**src/logic/rfid_cfg_pkg.sv**
```systemverilog
/*
  Shared constants of the reader configuration register bank: register
  offsets, reset and preset values, command codes and timing figures.
  Assumes a 125 MHz core clock and a 5-bit register address.
*/
`default_nettype none
package rfid_cfg_pkg;
  // Register offsets
  localparam logic [4:0] OFF_CHIP_STATUS_CONTROL   = 5'h00;
  localparam logic [4:0] OFF_PROTOCOL_SELECT       = 5'h01;
  localparam logic [4:0] OFF_TYPE_B_TX_OPTIONS     = 5'h02;
  localparam logic [4:0] OFF_TYPE_A_HIGH_RATE      = 5'h03;
  localparam logic [4:0] OFF_TX_TIMER_HIGH         = 5'h04;
  localparam logic [4:0] OFF_TX_TIMER_LOW          = 5'h05;
  localparam logic [4:0] OFF_TX_PULSE_LENGTH       = 5'h06;
  localparam logic [4:0] OFF_RX_NO_RESPONSE_WAIT   = 5'h07;
  localparam logic [4:0] OFF_RX_WAIT_TIME          = 5'h08;
  localparam logic [4:0] OFF_MODULATOR_CLOCK       = 5'h09;
  localparam logic [4:0] OFF_RX_SPECIAL_SETTING    = 5'h0a;
  localparam logic [4:0] OFF_REGULATOR_IO_CONTROL  = 5'h0b;
  localparam logic [4:0] OFF_IRQ_STATUS            = 5'h0c;
  localparam logic [4:0] OFF_COLLISION_IRQ_MASK    = 5'h0d;
  localparam logic [4:0] OFF_COLLISION_POSITION    = 5'h0e;
  localparam logic [4:0] OFF_SPECIAL_FUNCTION_A    = 5'h10;
  localparam logic [4:0] OFF_SPECIAL_FUNCTION_B    = 5'h11;
  localparam logic [4:0] OFF_FIFO_IRQ_LEVELS       = 5'h14;
  localparam logic [4:0] OFF_TEST_A                = 5'h1a;
  localparam logic [4:0] OFF_TEST_B                = 5'h1b;
  localparam logic [4:0] OFF_FIFO_STATUS           = 5'h1c;
  localparam logic [4:0] OFF_TX_LENGTH_FIRST       = 5'h1d;
  localparam logic [4:0] OFF_TX_LENGTH_SECOND      = 5'h1e;
  localparam logic [4:0] OFF_FIFO_PORT             = 5'h1f;

  // Reset values
  localparam logic [7:0] RST_CHIP_STATUS_CONTROL = 8'h01;
  localparam logic [7:0] RST_PROTOCOL_SELECT     = 8'h02;
  localparam logic [7:0] RST_PLAIN               = 8'h00;

  // Control and protocol register bit positions
  localparam int BIT_STANDBY       = 7;
  localparam int BIT_RAW_MODE      = 6;
  localparam int BIT_CARRIER_ON    = 5;
  localparam int BIT_HALF_POWER    = 4;
  localparam int BIT_AGC_ON        = 2;
  localparam int BIT_RX_FORCE      = 1;
  localparam int BIT_RAW_MODE_TYPE = 6;
  localparam int BIT_PROTO_CLASS   = 3;

  // System clock output divider bits, kept through a protocol preset
  localparam logic [7:0] SYSCLK_DIV_MASK = 8'h30;
  localparam int         BIT_SYSCLK_DIV0 = 4;

  // Low-level option presets
  localparam logic [7:0] PRESET_OPTION_PLAIN  = 8'h00;
  localparam logic [7:0] PRESET_TX_TIMER_LOW  = 8'hc1;
  localparam logic [7:0] PRESET_PULSE_NEAR    = 8'h20;
  localparam logic [7:0] PRESET_PULSE_FAR     = 8'h80;
  localparam logic [7:0] PRESET_NO_RESP_WAIT  = 8'h14;
  localparam logic [7:0] PRESET_RX_WAIT       = 8'h1f;
  localparam logic [7:0] PRESET_MODULATOR     = 8'h01;
  localparam logic [7:0] PRESET_RX_SPECIAL    = 8'h40;
  localparam logic [7:0] PRESET_REGULATOR     = 8'h87;

  // Commands
  localparam logic [4:0] CMD_GAIN_ADJUST = 5'h1a;

  // Timing
  localparam int CLK_MHZ          = 125;
  localparam int GAIN_INTERVAL_MS = 100;
  localparam int GAIN_CYCLES      = GAIN_INTERVAL_MS * 1000 * CLK_MHZ;
  localparam int WAKE_TIME_US     = 100;
  localparam int WAKE_CYCLES      = WAKE_TIME_US * CLK_MHZ;
  localparam logic [1:0] SENS_STEP_MAX = 2'h3;

  // Gain adjust sequencer states
  typedef enum logic [1:0] {
    GAIN_IDLE    = 2'b01,
    GAIN_MEASURE = 2'b10
  } gain_state_e;

  function automatic logic is_mapped(input logic [4:0] a);
    case (a)
      OFF_CHIP_STATUS_CONTROL, OFF_PROTOCOL_SELECT, OFF_TYPE_B_TX_OPTIONS,
      OFF_TYPE_A_HIGH_RATE, OFF_TX_TIMER_HIGH, OFF_TX_TIMER_LOW,
      OFF_TX_PULSE_LENGTH, OFF_RX_NO_RESPONSE_WAIT, OFF_RX_WAIT_TIME,
      OFF_MODULATOR_CLOCK, OFF_RX_SPECIAL_SETTING, OFF_REGULATOR_IO_CONTROL,
      OFF_IRQ_STATUS, OFF_COLLISION_IRQ_MASK, OFF_COLLISION_POSITION,
      OFF_SPECIAL_FUNCTION_A, OFF_SPECIAL_FUNCTION_B, OFF_FIFO_IRQ_LEVELS,
      OFF_TEST_A, OFF_TEST_B, OFF_FIFO_STATUS, OFF_TX_LENGTH_FIRST,
      OFF_TX_LENGTH_SECOND, OFF_FIFO_PORT: is_mapped = 1'b1;
      default: is_mapped = 1'b0;
    endcase
  endfunction

  function automatic logic is_read_only(input logic [4:0] a);
    is_read_only = (a == OFF_IRQ_STATUS) || (a == OFF_COLLISION_POSITION) ||
                   (a == OFF_FIFO_STATUS);
  endfunction

  function automatic logic is_option(input logic [4:0] a);
    is_option = (a >= OFF_TYPE_B_TX_OPTIONS) && (a <= OFF_REGULATOR_IO_CONTROL);
  endfunction

  // Protocol dependent preset of one low-level option register
  function automatic logic [7:0] preset_value(input logic [4:0] a,
                                              input logic [7:0] proto);
    case (a)
      OFF_TX_TIMER_LOW:         preset_value = PRESET_TX_TIMER_LOW;
      OFF_TX_PULSE_LENGTH:      preset_value = proto[BIT_PROTO_CLASS] ?
                                               PRESET_PULSE_NEAR : PRESET_PULSE_FAR;
      OFF_RX_NO_RESPONSE_WAIT:  preset_value = PRESET_NO_RESP_WAIT;
      OFF_RX_WAIT_TIME:         preset_value = PRESET_RX_WAIT;
      OFF_MODULATOR_CLOCK:      preset_value = PRESET_MODULATOR;
      OFF_RX_SPECIAL_SETTING:   preset_value = PRESET_RX_SPECIAL;
      OFF_REGULATOR_IO_CONTROL: preset_value = PRESET_REGULATOR;
      default:                  preset_value = PRESET_OPTION_PLAIN;
    endcase
  endfunction

  function automatic logic [7:0] reset_value(input logic [4:0] a);
    if (a == OFF_CHIP_STATUS_CONTROL) reset_value = RST_CHIP_STATUS_CONTROL;
    else if (a == OFF_PROTOCOL_SELECT) reset_value = RST_PROTOCOL_SELECT;
    else if (is_option(a)) reset_value = preset_value(a, RST_PROTOCOL_SELECT);
    else reset_value = RST_PLAIN;
  endfunction
endpackage
`default_nettype wire

```
**src/logic/rfid_reader_config_regs.sv**
```systemverilog
/*
  Configuration and control register bank of the reader front end, with
  the receiver gain adjust sequencer and the standby wake-up timer.
  Assumes the host port decoder delivers one-cycle read, write and command
  strobes synchronous to ref_clk_i, and that all inputs are synchronous.
*/
// How it works
// - Count receive edges, raise threshold above two
// - Repeat until fewer than two edges counted, or noisy at step three
// - One step per raise, at most three
// - Enable low or reset restores full sensitivity
// - Power-up or enable rise loads default protocol
// - Protocol write presets all option registers
// - Host may override options after preset
// - Clock divider bits survive protocol preset
// - Control register is 0x01 under enable low
// - Bit 7 standby, wake after 100 us
// - Bit 6 raw mode, type from protocol
// - Bit 5 switches carrier and receivers
// - Power bit set selects half power
// - Special and test registers reset zero, RW
// - Power bit clear selects full power
// - Bit 1 forces receiver and oscillator on
// - Bit 2 enables AGC with its setting
// - Protocol register resets to 0x02
`default_nettype none
module rfid_reader_config_regs
  import rfid_cfg_pkg::*;
#(
  parameter int GAIN_INTERVAL = GAIN_CYCLES,
  parameter int WAKE_DELAY    = WAKE_CYCLES
) (
  input  wire logic       ref_clk_i,
  input  wire logic       rst_n_i,
  input  wire logic       enable_pin_i,
  input  wire logic [4:0] reg_addr_i,
  input  wire logic [7:0] reg_wdata_i,
  input  wire logic       reg_write_i,
  input  wire logic       reg_read_i,
  input  wire logic       cmd_valid_i,
  input  wire logic [4:0] cmd_code_i,
  input  wire logic       rx_digital_i,
  input  wire logic [7:0] irq_status_i,
  input  wire logic [7:0] collision_position_i,
  input  wire logic [7:0] fifo_status_i,
  output logic      [7:0] reg_rdata_o,
  output logic            standby_o,
  output logic            active_ready_o,
  output logic            raw_mode_o,
  output logic            raw_mode_type_o,
  output logic            carrier_output_enable_o,
  output logic            receivers_on_o,
  output logic            tx_osc_force_o,
  output logic            half_power_select_o,
  output logic            agc_enable_o,
  output logic      [7:0] agc_setting_o,
  output logic      [1:0] sysclk_divider_o,
  output logic      [1:0] sensitivity_step_o,
  output logic            gain_adjust_busy_o
);

  ////////////////////////////////////////////////////////////////////////////
  // Register file

  logic [7:0] reg_q [32];
  logic       enable_prev;
  logic       write_ok;
  logic       proto_write;
  logic       en_rise;
  logic       preset_now;
  logic [7:0] preset_proto;

  // Writes count only while the part is enabled
  assign write_ok     = reg_write_i & enable_pin_i;
  assign proto_write  = write_ok & (reg_addr_i == OFF_PROTOCOL_SELECT);
  assign en_rise      = enable_pin_i & ~enable_prev;
  assign preset_now   = proto_write | en_rise;
  assign preset_proto = proto_write ? reg_wdata_i : reg_q[OFF_PROTOCOL_SELECT];

  always_ff @(posedge ref_clk_i) begin
    if (!rst_n_i) begin
      enable_prev <= 1'b1;                                             // Reset loads defaults
    end else begin
      enable_prev <= enable_pin_i;
    end
  end

  for (genvar i = 0; i < 32; i++) begin : g_reg
    localparam logic [4:0] A = 5'(i);
    if (is_mapped(A) && !is_read_only(A)) begin : g_rw
      localparam logic [7:0] KEEP = (A == OFF_MODULATOR_CLOCK) ? SYSCLK_DIV_MASK : 8'h00;
      localparam logic       MAIN = (A == OFF_CHIP_STATUS_CONTROL) ||
                                    (A == OFF_PROTOCOL_SELECT);
      logic [7:0] val;
      logic [7:0] next_val;
      logic       hit;
      assign hit = write_ok & (reg_addr_i == A);
      // Divider bits are merged back so a preset never disturbs them
      assign next_val = (preset_value(A, preset_proto) & ~KEEP) | (val & KEEP);
      // A register write lands after any earlier preset; a preset wipes it
      always_ff @(posedge ref_clk_i) begin
        if (!rst_n_i) begin
          val <= reset_value(A);
        end else if (MAIN && !enable_pin_i) begin
          val <= reset_value(A);
        end else if (hit) begin
          val <= reg_wdata_i;
        end else if (preset_now && is_option(A)) begin
          val <= next_val;
        end
      end
      assign reg_q[i] = val;
    end else if (A == OFF_IRQ_STATUS) begin : g_irq
      assign reg_q[i] = irq_status_i;
    end else if (A == OFF_COLLISION_POSITION) begin : g_coll
      assign reg_q[i] = collision_position_i;
    end else if (A == OFF_FIFO_STATUS) begin : g_fifo
      assign reg_q[i] = fifo_status_i;
    end else begin : g_none
      assign reg_q[i] = 8'h00;
    end
  end

  ////////////////////////////////////////////////////////////////////////////
  // Read port

  logic [7:0] next_rdata;

  // Unmapped addresses decode to the zero entries of the array
  assign next_rdata = reg_read_i ? reg_q[reg_addr_i] : reg_rdata_o;

  always_ff @(posedge ref_clk_i) begin
    if (!rst_n_i) begin
      reg_rdata_o <= 8'h00;
    end else begin
      reg_rdata_o <= next_rdata;
    end
  end

  ////////////////////////////////////////////////////////////////////////////
  // Receiver gain adjust sequencer

  gain_state_e gain_state;
  gain_state_e next_gain_state;
  logic [23:0] gain_timer;
  logic [1:0]  edge_cnt;
  logic [1:0]  sens_step;
  logic        rx_prev;
  logic        interval_end;
  logic        noisy;
  logic        quiet;
  logic        gain_start;

  // Starting is trusted to the host, which checks the field is quiet
  assign gain_start   = cmd_valid_i & (cmd_code_i == CMD_GAIN_ADJUST) &
                        enable_pin_i;
  assign interval_end = (gain_state == GAIN_MEASURE) && (gain_timer == 24'h000000);
  assign noisy        = (edge_cnt == 2'h3);
  assign quiet        = (edge_cnt < 2'h2);

  // Exactly two edges neither raises nor stops; measurement repeats
  always_comb begin
    next_gain_state = gain_state;
    case (gain_state)
      GAIN_IDLE: begin
        if (gain_start) next_gain_state = GAIN_MEASURE;
      end
      GAIN_MEASURE: begin
        if (interval_end && (quiet || (noisy && sens_step == SENS_STEP_MAX))) begin
          next_gain_state = GAIN_IDLE;
        end
      end
      default: next_gain_state = GAIN_IDLE;
    endcase
  end

  always_ff @(posedge ref_clk_i) begin
    if (!rst_n_i || !enable_pin_i) begin
      gain_state <= GAIN_IDLE;
      sens_step  <= 2'h0;
    end else begin
      gain_state <= next_gain_state;
      if (interval_end && noisy && sens_step != SENS_STEP_MAX) begin
        sens_step <= sens_step + 2'h1;
      end
    end
  end

  // Interval timer and saturating edge counter, restarted each interval
  always_ff @(posedge ref_clk_i) begin
    if (!rst_n_i) begin
      gain_timer <= 24'h000000;
      edge_cnt   <= 2'h0;
      rx_prev    <= 1'b0;
    end else begin
      rx_prev <= rx_digital_i;
      if (gain_state != GAIN_MEASURE || interval_end) begin
        gain_timer <= 24'(GAIN_INTERVAL - 1);
        edge_cnt   <= 2'h0;
      end else begin
        gain_timer <= gain_timer - 24'h000001;
        if ((rx_digital_i ^ rx_prev) && edge_cnt != 2'h3) begin
          edge_cnt <= edge_cnt + 2'h1;
        end
      end
    end
  end

  ////////////////////////////////////////////////////////////////////////////
  // Standby wake-up timer

  logic [7:0]  ctrl;
  logic [7:0]  proto;
  logic [13:0] wake_cnt;

  assign ctrl  = reg_q[OFF_CHIP_STATUS_CONTROL];
  assign proto = reg_q[OFF_PROTOCOL_SELECT];

  // Held loaded in standby so the full delay runs after leaving it
  always_ff @(posedge ref_clk_i) begin
    if (!rst_n_i) begin
      wake_cnt <= 14'h0000;
    end else if (ctrl[BIT_STANDBY]) begin
      wake_cnt <= 14'(WAKE_DELAY);
    end else if (wake_cnt != 14'h0000) begin
      wake_cnt <= wake_cnt - 14'h0001;
    end
  end

  ////////////////////////////////////////////////////////////////////////////
  // Output flops

  always_ff @(posedge ref_clk_i) begin
    if (!rst_n_i) begin
      standby_o               <= 1'b0;
      active_ready_o          <= 1'b0;
      raw_mode_o              <= 1'b0;
      raw_mode_type_o         <= 1'b0;
      carrier_output_enable_o <= 1'b0;
      receivers_on_o          <= 1'b0;
      tx_osc_force_o          <= 1'b0;
      half_power_select_o     <= 1'b0;
      agc_enable_o            <= 1'b0;
      agc_setting_o           <= 8'h00;
      sysclk_divider_o        <= 2'h0;
      sensitivity_step_o      <= 2'h0;
      gain_adjust_busy_o      <= 1'b0;
    end else begin
      standby_o               <= ctrl[BIT_STANDBY];
      active_ready_o          <= !ctrl[BIT_STANDBY] && wake_cnt == 14'h0000;
      raw_mode_o              <= ctrl[BIT_RAW_MODE];
      raw_mode_type_o         <= proto[BIT_RAW_MODE_TYPE];
      carrier_output_enable_o <= ctrl[BIT_CARRIER_ON];
      receivers_on_o          <= ctrl[BIT_CARRIER_ON] | ctrl[BIT_RX_FORCE];
      tx_osc_force_o          <= ctrl[BIT_RX_FORCE];
      half_power_select_o     <= ctrl[BIT_HALF_POWER];
      agc_enable_o            <= ctrl[BIT_AGC_ON];
      agc_setting_o           <= ctrl[BIT_AGC_ON] ?
                                 reg_q[OFF_RX_SPECIAL_SETTING] : 8'h00;
      sysclk_divider_o        <= reg_q[OFF_MODULATOR_CLOCK][BIT_SYSCLK_DIV0 +: 2];
      sensitivity_step_o      <= sens_step;
      gain_adjust_busy_o      <= (gain_state == GAIN_MEASURE);
    end
  end
endmodule
`default_nettype wire

```
**config.mk**
```make
export PLATFORM = sky130hd
export DESIGN_NAME = rfid_reader_config_regs
export DESIGN_NICKNAME = d
export VERILOG_FILES = /design/src/logic/rfid_cfg_pkg.sv /design/src/logic/rfid_reader_config_regs.sv
export SDC_FILE = /design/constraint.sdc
export NUM_CORES = 1
export LEC_CHECK = 0
export BUFFER_PORTS_ARGS = -buffer_cell sky130_fd_sc_hd__buf_2
export CAP_MARGIN = 20
export CORE_ASPECT_RATIO = 1.5
export CORE_MARGIN = 2
export CORE_UTILIZATION = 45
export CTS_BUF_LIST = sky130_fd_sc_hd__clkbuf_8
export DETAILED_ROUTE_END_ITERATION = 8
export GPL_TIMING_DRIVEN = 0
export MAX_ROUTING_LAYER = met4
export PLACE_DENSITY_LB_ADDON = 0.3
export SYNTH_ARGS = -nofsm -noshare
export SYNTH_HDL_FRONTEND = slang
export SYNTH_SLANG_ARGS = --single-unit
```
**constraint.sdc**
```tcl
create_clock -name ref_clk_i -period 2.2 [get_ports ref_clk_i]
set_clock_uncertainty 0.1 [all_clocks]
set_input_delay 0.66 -clock ref_clk_i [delete_from_list [all_inputs] [get_ports ref_clk_i]]
set_output_delay 0.66 -clock ref_clk_i [all_outputs]
set_load 0.1 [all_outputs]
```
==> impl_metrics.ini, run 1 <==
[worst_setup_path]
critPathKind = in -> reg
crit_buf_inv = 2
worstPathRequired_ns = 2.58
cp.arrival_ns = 2.63
start_kind = input pin
crit_fanout = 10
crit_path_max_incr_delay_ns = 0.57
path_delay_family = simple AND/OR/NAND/NOR gates
path_cells = buf_2 -> and4bb_2 -> nor3b_2 -> nor2_1 -> clkbuf_1 -> nand3_1 -> a21boi_0
crit_slowest_cell = clkbuf_1
critical_path.endpoint_type = register

[clock_network]
cts_sinks = 244
cts_tree = done
cts_max_level = 2
numCtsBuffers = 40
insertion_delay_ns = 0.56
root_buffer = clkbuf_8
clkTransAtPathRegs_ns = 0.06
cts_hold_buffers = 0
clock_path_buffers = 3

[flow_run]
maxCapViolCount = 0

[power]
p_per_area_mw_per_mm2 = 778
ir_drop_mv = 0.579
leakage_nw = 4.71
power_mw = 10.1

[finish]
drive_gt1_share_pct = 17.0
nets = 1374
fillers = 2237
finish.utilization_pct = 53.4
antenna_cells = 0
post-route-cell-area_mm2 = 0.0130
regArea_mm2 = 0.00489
syn2layout_area_growth_pct = 16.6
multi_input_area_mm2 = 0.00604

[floorplan]
core_mm2 = 0.0244
initial_utilization_pct = 45.8
rows = 70
num_io_pins = 79
fp.dieH_um = 197
die_w_um = 133
die_area_mm2 = 0.0262

[placed_design]
dp_hpwl_um = 26200
place.gp.congestion = 0.966
dpl_cell_area_mm2 = 0.0121
pre_cts_ws_ns = -0.970
port_buffers = 74

[global_route]
grt_remaining_overflow = 0
grt_max_degree = 14
antenna_found_initial = 0
grt_pass1_wl_um = 55800
first_global_vias = 9445
grt_usage_pct = 28.8

[timing]
final-setup-viol-count = 9
final_hold_viol_count = 0
slew_headroom_pct = 38.6
setup_tns_ns = -0.221
layout_min_cycle_time_ns = 2.25
slew_violations = 0
worst_pin_slew_ns = 0.913
fmax_mhz = 445
rsz0062_at_grt = yes
finalCritPeriodShare_pct = 102
setup_ws_ns = -0.0478

[route]
num_vias = 9561
dr.first_iter.drc_count = 797
drt-pass1-iter-count = 6
routed_wl_um = 36500
drc_errors = 0
vias_per_cell = 5.73
ant_nets = 0
wire_per_inst_um = 21.9

[yosys]
synth_edf_count = 0
synth_fp_nets = 1254
ys_top_cells_by_area = dfxtp_1 (44%), mux2i_1 (10%), a21boi_0 (5.6%)
synth_flop_cell = dfxtp_1
yosysMostFrequentCell = dfxtp_1
synth_common_cells = dfxtp_1 (244), nand2_1 (123), mux2i_1 (112), nor2_1 (97), nand3_1 (87)
synth_seq_cells = 244
synth_cell_types = 68
netlist.area_leader.share_pct = 43.6
ys_seq_area_share_pct = 43.6
yosysTopAreaCell = dfxtp_1
async_reset_ff_share_pct = 0
synthCells = 1200
syn-cell-area_mm2 = 0.0112
avgSynthCellArea_um2 = 9.33
synth_warnings = 0

[run_status]
violations = negative setup slack
status = complete, but fails checks

[hold_path]
hp-class = in -> reg
-- flip-flops by register name, summed over array words and instances, names as in the netlist, 2 cells and up --
signal	count
agc_setting_o	8
ctrl	8
edge_cnt	2
g.g_rw.val	160
gain_state	2
gain_timer	24
reg_rdata_o	8
sens_step	2
sensitivity_step_o	2
sysclk_divider_o	2
wake_cnt	14
-- layer usage --
metal	track usage [%]	part of all wire, %	up-vias
li1	-	-	4483
met1	31.0	37	4529
met2	49.5	50	414
met3	5.23	6.7	135
met4	17.2	6.4	0
met5	-	0	-
-- metrics by stage --
step	instances	hold slack, ns
after global placement	1598	0.348
after detailed placement	1598	0.358
final	1669	0.246
after global routing	1669	0.243
after floorplan	1200	0.336
after CTS	1669	0.226
-- power breakdown --
group | internal [mW] | switching [mW]
Combinational | 0.538 | 0.925
Sequential | 4.56 | 0.115
Clock | 2.19 | 1.82
Total | 7.29 | 2.86
-- layout make-up --
cell class                      count  area share (%)
Buffer                             85            3.58
Clock buffer                       51            5.38
Clock inverter                     16           0.758
Inverter                            8           0.230
Multi-Input combinational cell    861            46.3
Sequential cell                   244            37.5
Tap cell                          324            3.11
Timing Repair Buffer               80            3.18
-- final timing paths --
kind	slack [ns]	depth (start not counted)	startpoint	to
max	-0.05	7	enable_pin_i	g_reg[2].g_rw.val[0]
min reg2reg	0.36	2	g_reg[20].g_rw.val[0]	g_reg[20].g_rw.val[0]
max reg2reg	0.13	6	gain_timer[3]	gain_timer[23]
min	0.25	2	rx_digital_i	rx_prev
-- cells in the final DEF (no fill, tap or decap), types with 6 or more instances in the layout --
master     instances
buf_6              8
mux4_2            20
nor2b_1           57
o21ai_0           28
a22oi_1            6
nor2_1            94
and3_1            15
inv_1             19
nor3_1            21
xor2_1            14
clkbuf_1          55
o22ai_1            7
xnor2_1           16
nand3b_1           9
buf_2             81
a21oi_1           20
nand2b_1           8
nand3_1           85
and2_1            17
nor4_1             7
nand2_1          122
mux2i_1          111
dfxtp_1          243
a21boi_0          84
or3_1              6
clkbuf_8          52
buf_4             10
o2bb2ai_1          7
mux2_2             6
-- cell families (layout without fill, tap and decap cells) --
| group | Yosys count | in the layout | share of synthesized area (%) |
|---|---|---|---|
| buf+inv | 95 | 240 | 3.66 |
| compound gates | 205 | 205 | 13.1 |
| simple gates | 482 | 482 | 21.9 |
| flops | 244 | 244 | 43.6 |
| fa+ha+maj | 5 | 5 | 0.559 |
| xor+xnor | 30 | 30 | 2.35 |
| mux | 139 | 139 | 14.7 |
-- worst reg2reg max path: cells and delay by family (launching register included) --
family / cells / cell delay, ns
AO/OA/AOI/OAI: 1 / 0.14
AND/OR/NAND/NOR: 4 / 1.25
flip-flops: 1 / 0.32
buffers and inverters: 1 / 0.15
-- timing repair --
item / in CTS / in global routing
resized for setup: 15 / 24
pin swaps: 1 / 1
endpoints found under the setup margin: 59 / 92
buffers inserted: 5 / 1
Power figures use the tool's default switching activity.
==> run 2, diff against run 1 <==
- clock period: 2.2 -> 2.3 ns (I/O delays scaled with it)
==> impl_metrics.ini, run 2 (synthesis results as in run 1) <==
[floorplan]
fp.dieH_um = 197
die_area_mm2 = 0.0262
die_w_um = 133
initial_utilization_pct = 45.8
core_mm2 = 0.0244
rows = 70
num_io_pins = 79

[clock_network]
clkTransAtPathRegs_ns = 0.06
cts_hold_buffers = 0
clock_path_buffers = 3
root_buffer = clkbuf_8
cts_tree = done
numCtsBuffers = 40
insertion_delay_ns = 0.57
cts_sinks = 244
cts_max_level = 2

[finish]
regMostFlops = g.g_rw.val
layout_commonest_cell = dfxtp_1
fillers = 2265
antenna_cells = 0
post-route-cell-area_mm2 = 0.0130
final_cell_mix = dfxtp_1 (244), nand2_1 (123), mux2i_1 (110), nor2_1 (96), nand3_1 (86)
finish.utilization_pct = 53.0
nets = 1375
finalNonFillerCells = 1673
reg_top3 = g.g_rw.val: 160 flops, gain_timer: 24 flops, wake_cnt: 14 flops
drive_gt1_share_pct = 16.6
syn2layout_area_growth_pct = 15.8
largest_register_ffs = 160

[placed_design]
place.gp.congestion = 1.00
placed_cells = 1598
dpl_cell_area_mm2 = 0.0120
port_buffers = 74
dp_hpwl_um = 26600

[global_route]
antenna_found_initial = 0
grt_pass1_wl_um = 56800
grt_max_degree = 11
first_global_vias = 9806
grt_usage_pct = 29.2
grt_remaining_overflow = 0

[flow_run]
maxCapViolCount = 0

[worst_setup_path]
regToRegSetupSlack_ns = 0.20
critPathMostFrequentCell = buf_2
worstPathRequired_ns = 2.66
r2r_cells = 5
r2r-end = edge_cnt[0]
path_delay_family = compound AO/OA/AOI/OAI gates
critical_path.endpoint_type = register
cp.arrival_ns = 2.64
crit_buf_inv = 3
start_kind = input pin
crit_slowest_cell = a221o_1
critPathKind = in -> reg
path_cells = buf_2 -> buf_2 -> nor2_1 -> clkbuf_2 -> a31oi_1 -> o21ai_0 -> a221o_1 -> a32o_1
worst-path-stages = 8
crit_path_max_incr_delay_ns = 0.38
crit_fanout = 10
r2r-start = gain_timer[17]

[timing]
slew_headroom_pct = 32.7
final_hold_viol_count = 0
layout_min_cycle_time_ns = 2.28
finalCritPeriodShare_pct = 99.1
slew_violations = 0
fmax_mhz = 439
rsz0062_at_grt = no
final-setup-viol-count = 0
worst_pin_slew_ns = 1.00

[power]
ir_drop_mv = 0.451
leakage_nw = 4.69
power_mw = 9.78
p_per_area_mw_per_mm2 = 754

[route]
drt-pass1-iter-count = 5
ant_nets = 0
dr.first_iter.drc_count = 713
vias_per_cell = 5.83
routed_wl_um = 37000
wire_per_inst_um = 22.1
drc_errors = 0
num_vias = 9746

[hold_path]
whs_path_depth = 2
min_to = rx_prev
hp-class = in -> reg
min_from = rx_digital_i

[run_status]
status = finished clean
[run 2: changes by cell type in the layout (fill, tap and decap cells not counted), sizes merged]
cell / delta
inv: +3
clkbuf: -2
clkinvlp: +2
bufinv: +1
[run 2: metal layers]
layer  vias up  global-route usage (%)  part of all wire [%]
met3       147                    4.36                   7.3
li1       4481                       -                     -
met5         -                       -                     0
met2       453                    50.1                    50
met4         0                    18.8                   6.9
met1      4665                    31.5                    36
[run 2: how the worst max path moves through the flow]
stage | startpoint | endpoint | slack, ns
finish | reg_addr_i[3] | reg_rdata_o[1] | 0.02
global route | reg_addr_i[1] | g_reg[31].g_rw.val[7] | 0.02
CTS | rst_n_i | gain_timer[23] | 0.008
detailed placement | reg_addr_i[1] | reg_rdata_o[6] | -0.86
global placement | reg_addr_i[1] | reg_rdata_o[6] | -0.93
floorplan | enable_pin_i | g_reg[5].g_rw.val[0] | 0.007
[run 2: layout make-up]
| class | count | area (um2) | share of cell area [%] |
|---|---|---|---|
| well taps | 324 | 405 | 3.13 |
| clock buffers | 48 | 661 | 5.10 |
| flip-flops and latches | 244 | 4880 | 37.7 |
| inverters | 8 | 30.0 | 0.232 |
| repair buffers | 79 | 408 | 3.15 |
| plain buffers | 87 | 443 | 3.42 |
| clock inverters | 22 | 146 | 1.13 |
| multi-input cells | 861 | 5980 | 46.2 |
[run 2: repair_timing]
item,CTS,global route
gates resized for setup,11,32
pin swaps,1,2
buffers inserted,2,3
endpoints found under the setup margin,15,75
[run 2: power by group]
part           switching (mW)  internal, mW  total (mW)
clock network            1.80          2.11        3.91
registers               0.112          4.36        4.47
logic                   0.893         0.507        1.40
total                    2.80          6.98        9.78
[run 2: stage by stage]
stage | hold slack, ns | worst slack (ns) | TNS, ns
after floorplan | 0.336 | 0.00651 | 0
after global placement | 0.349 | -0.931 | -86.46
after detailed placement | 0.357 | -0.863 | -85.68
after CTS | 0.260 | 0.00821 | 0
after global routing | 0.277 | 0.0176 | 0
final | 0.278 | 0.0197 | 0
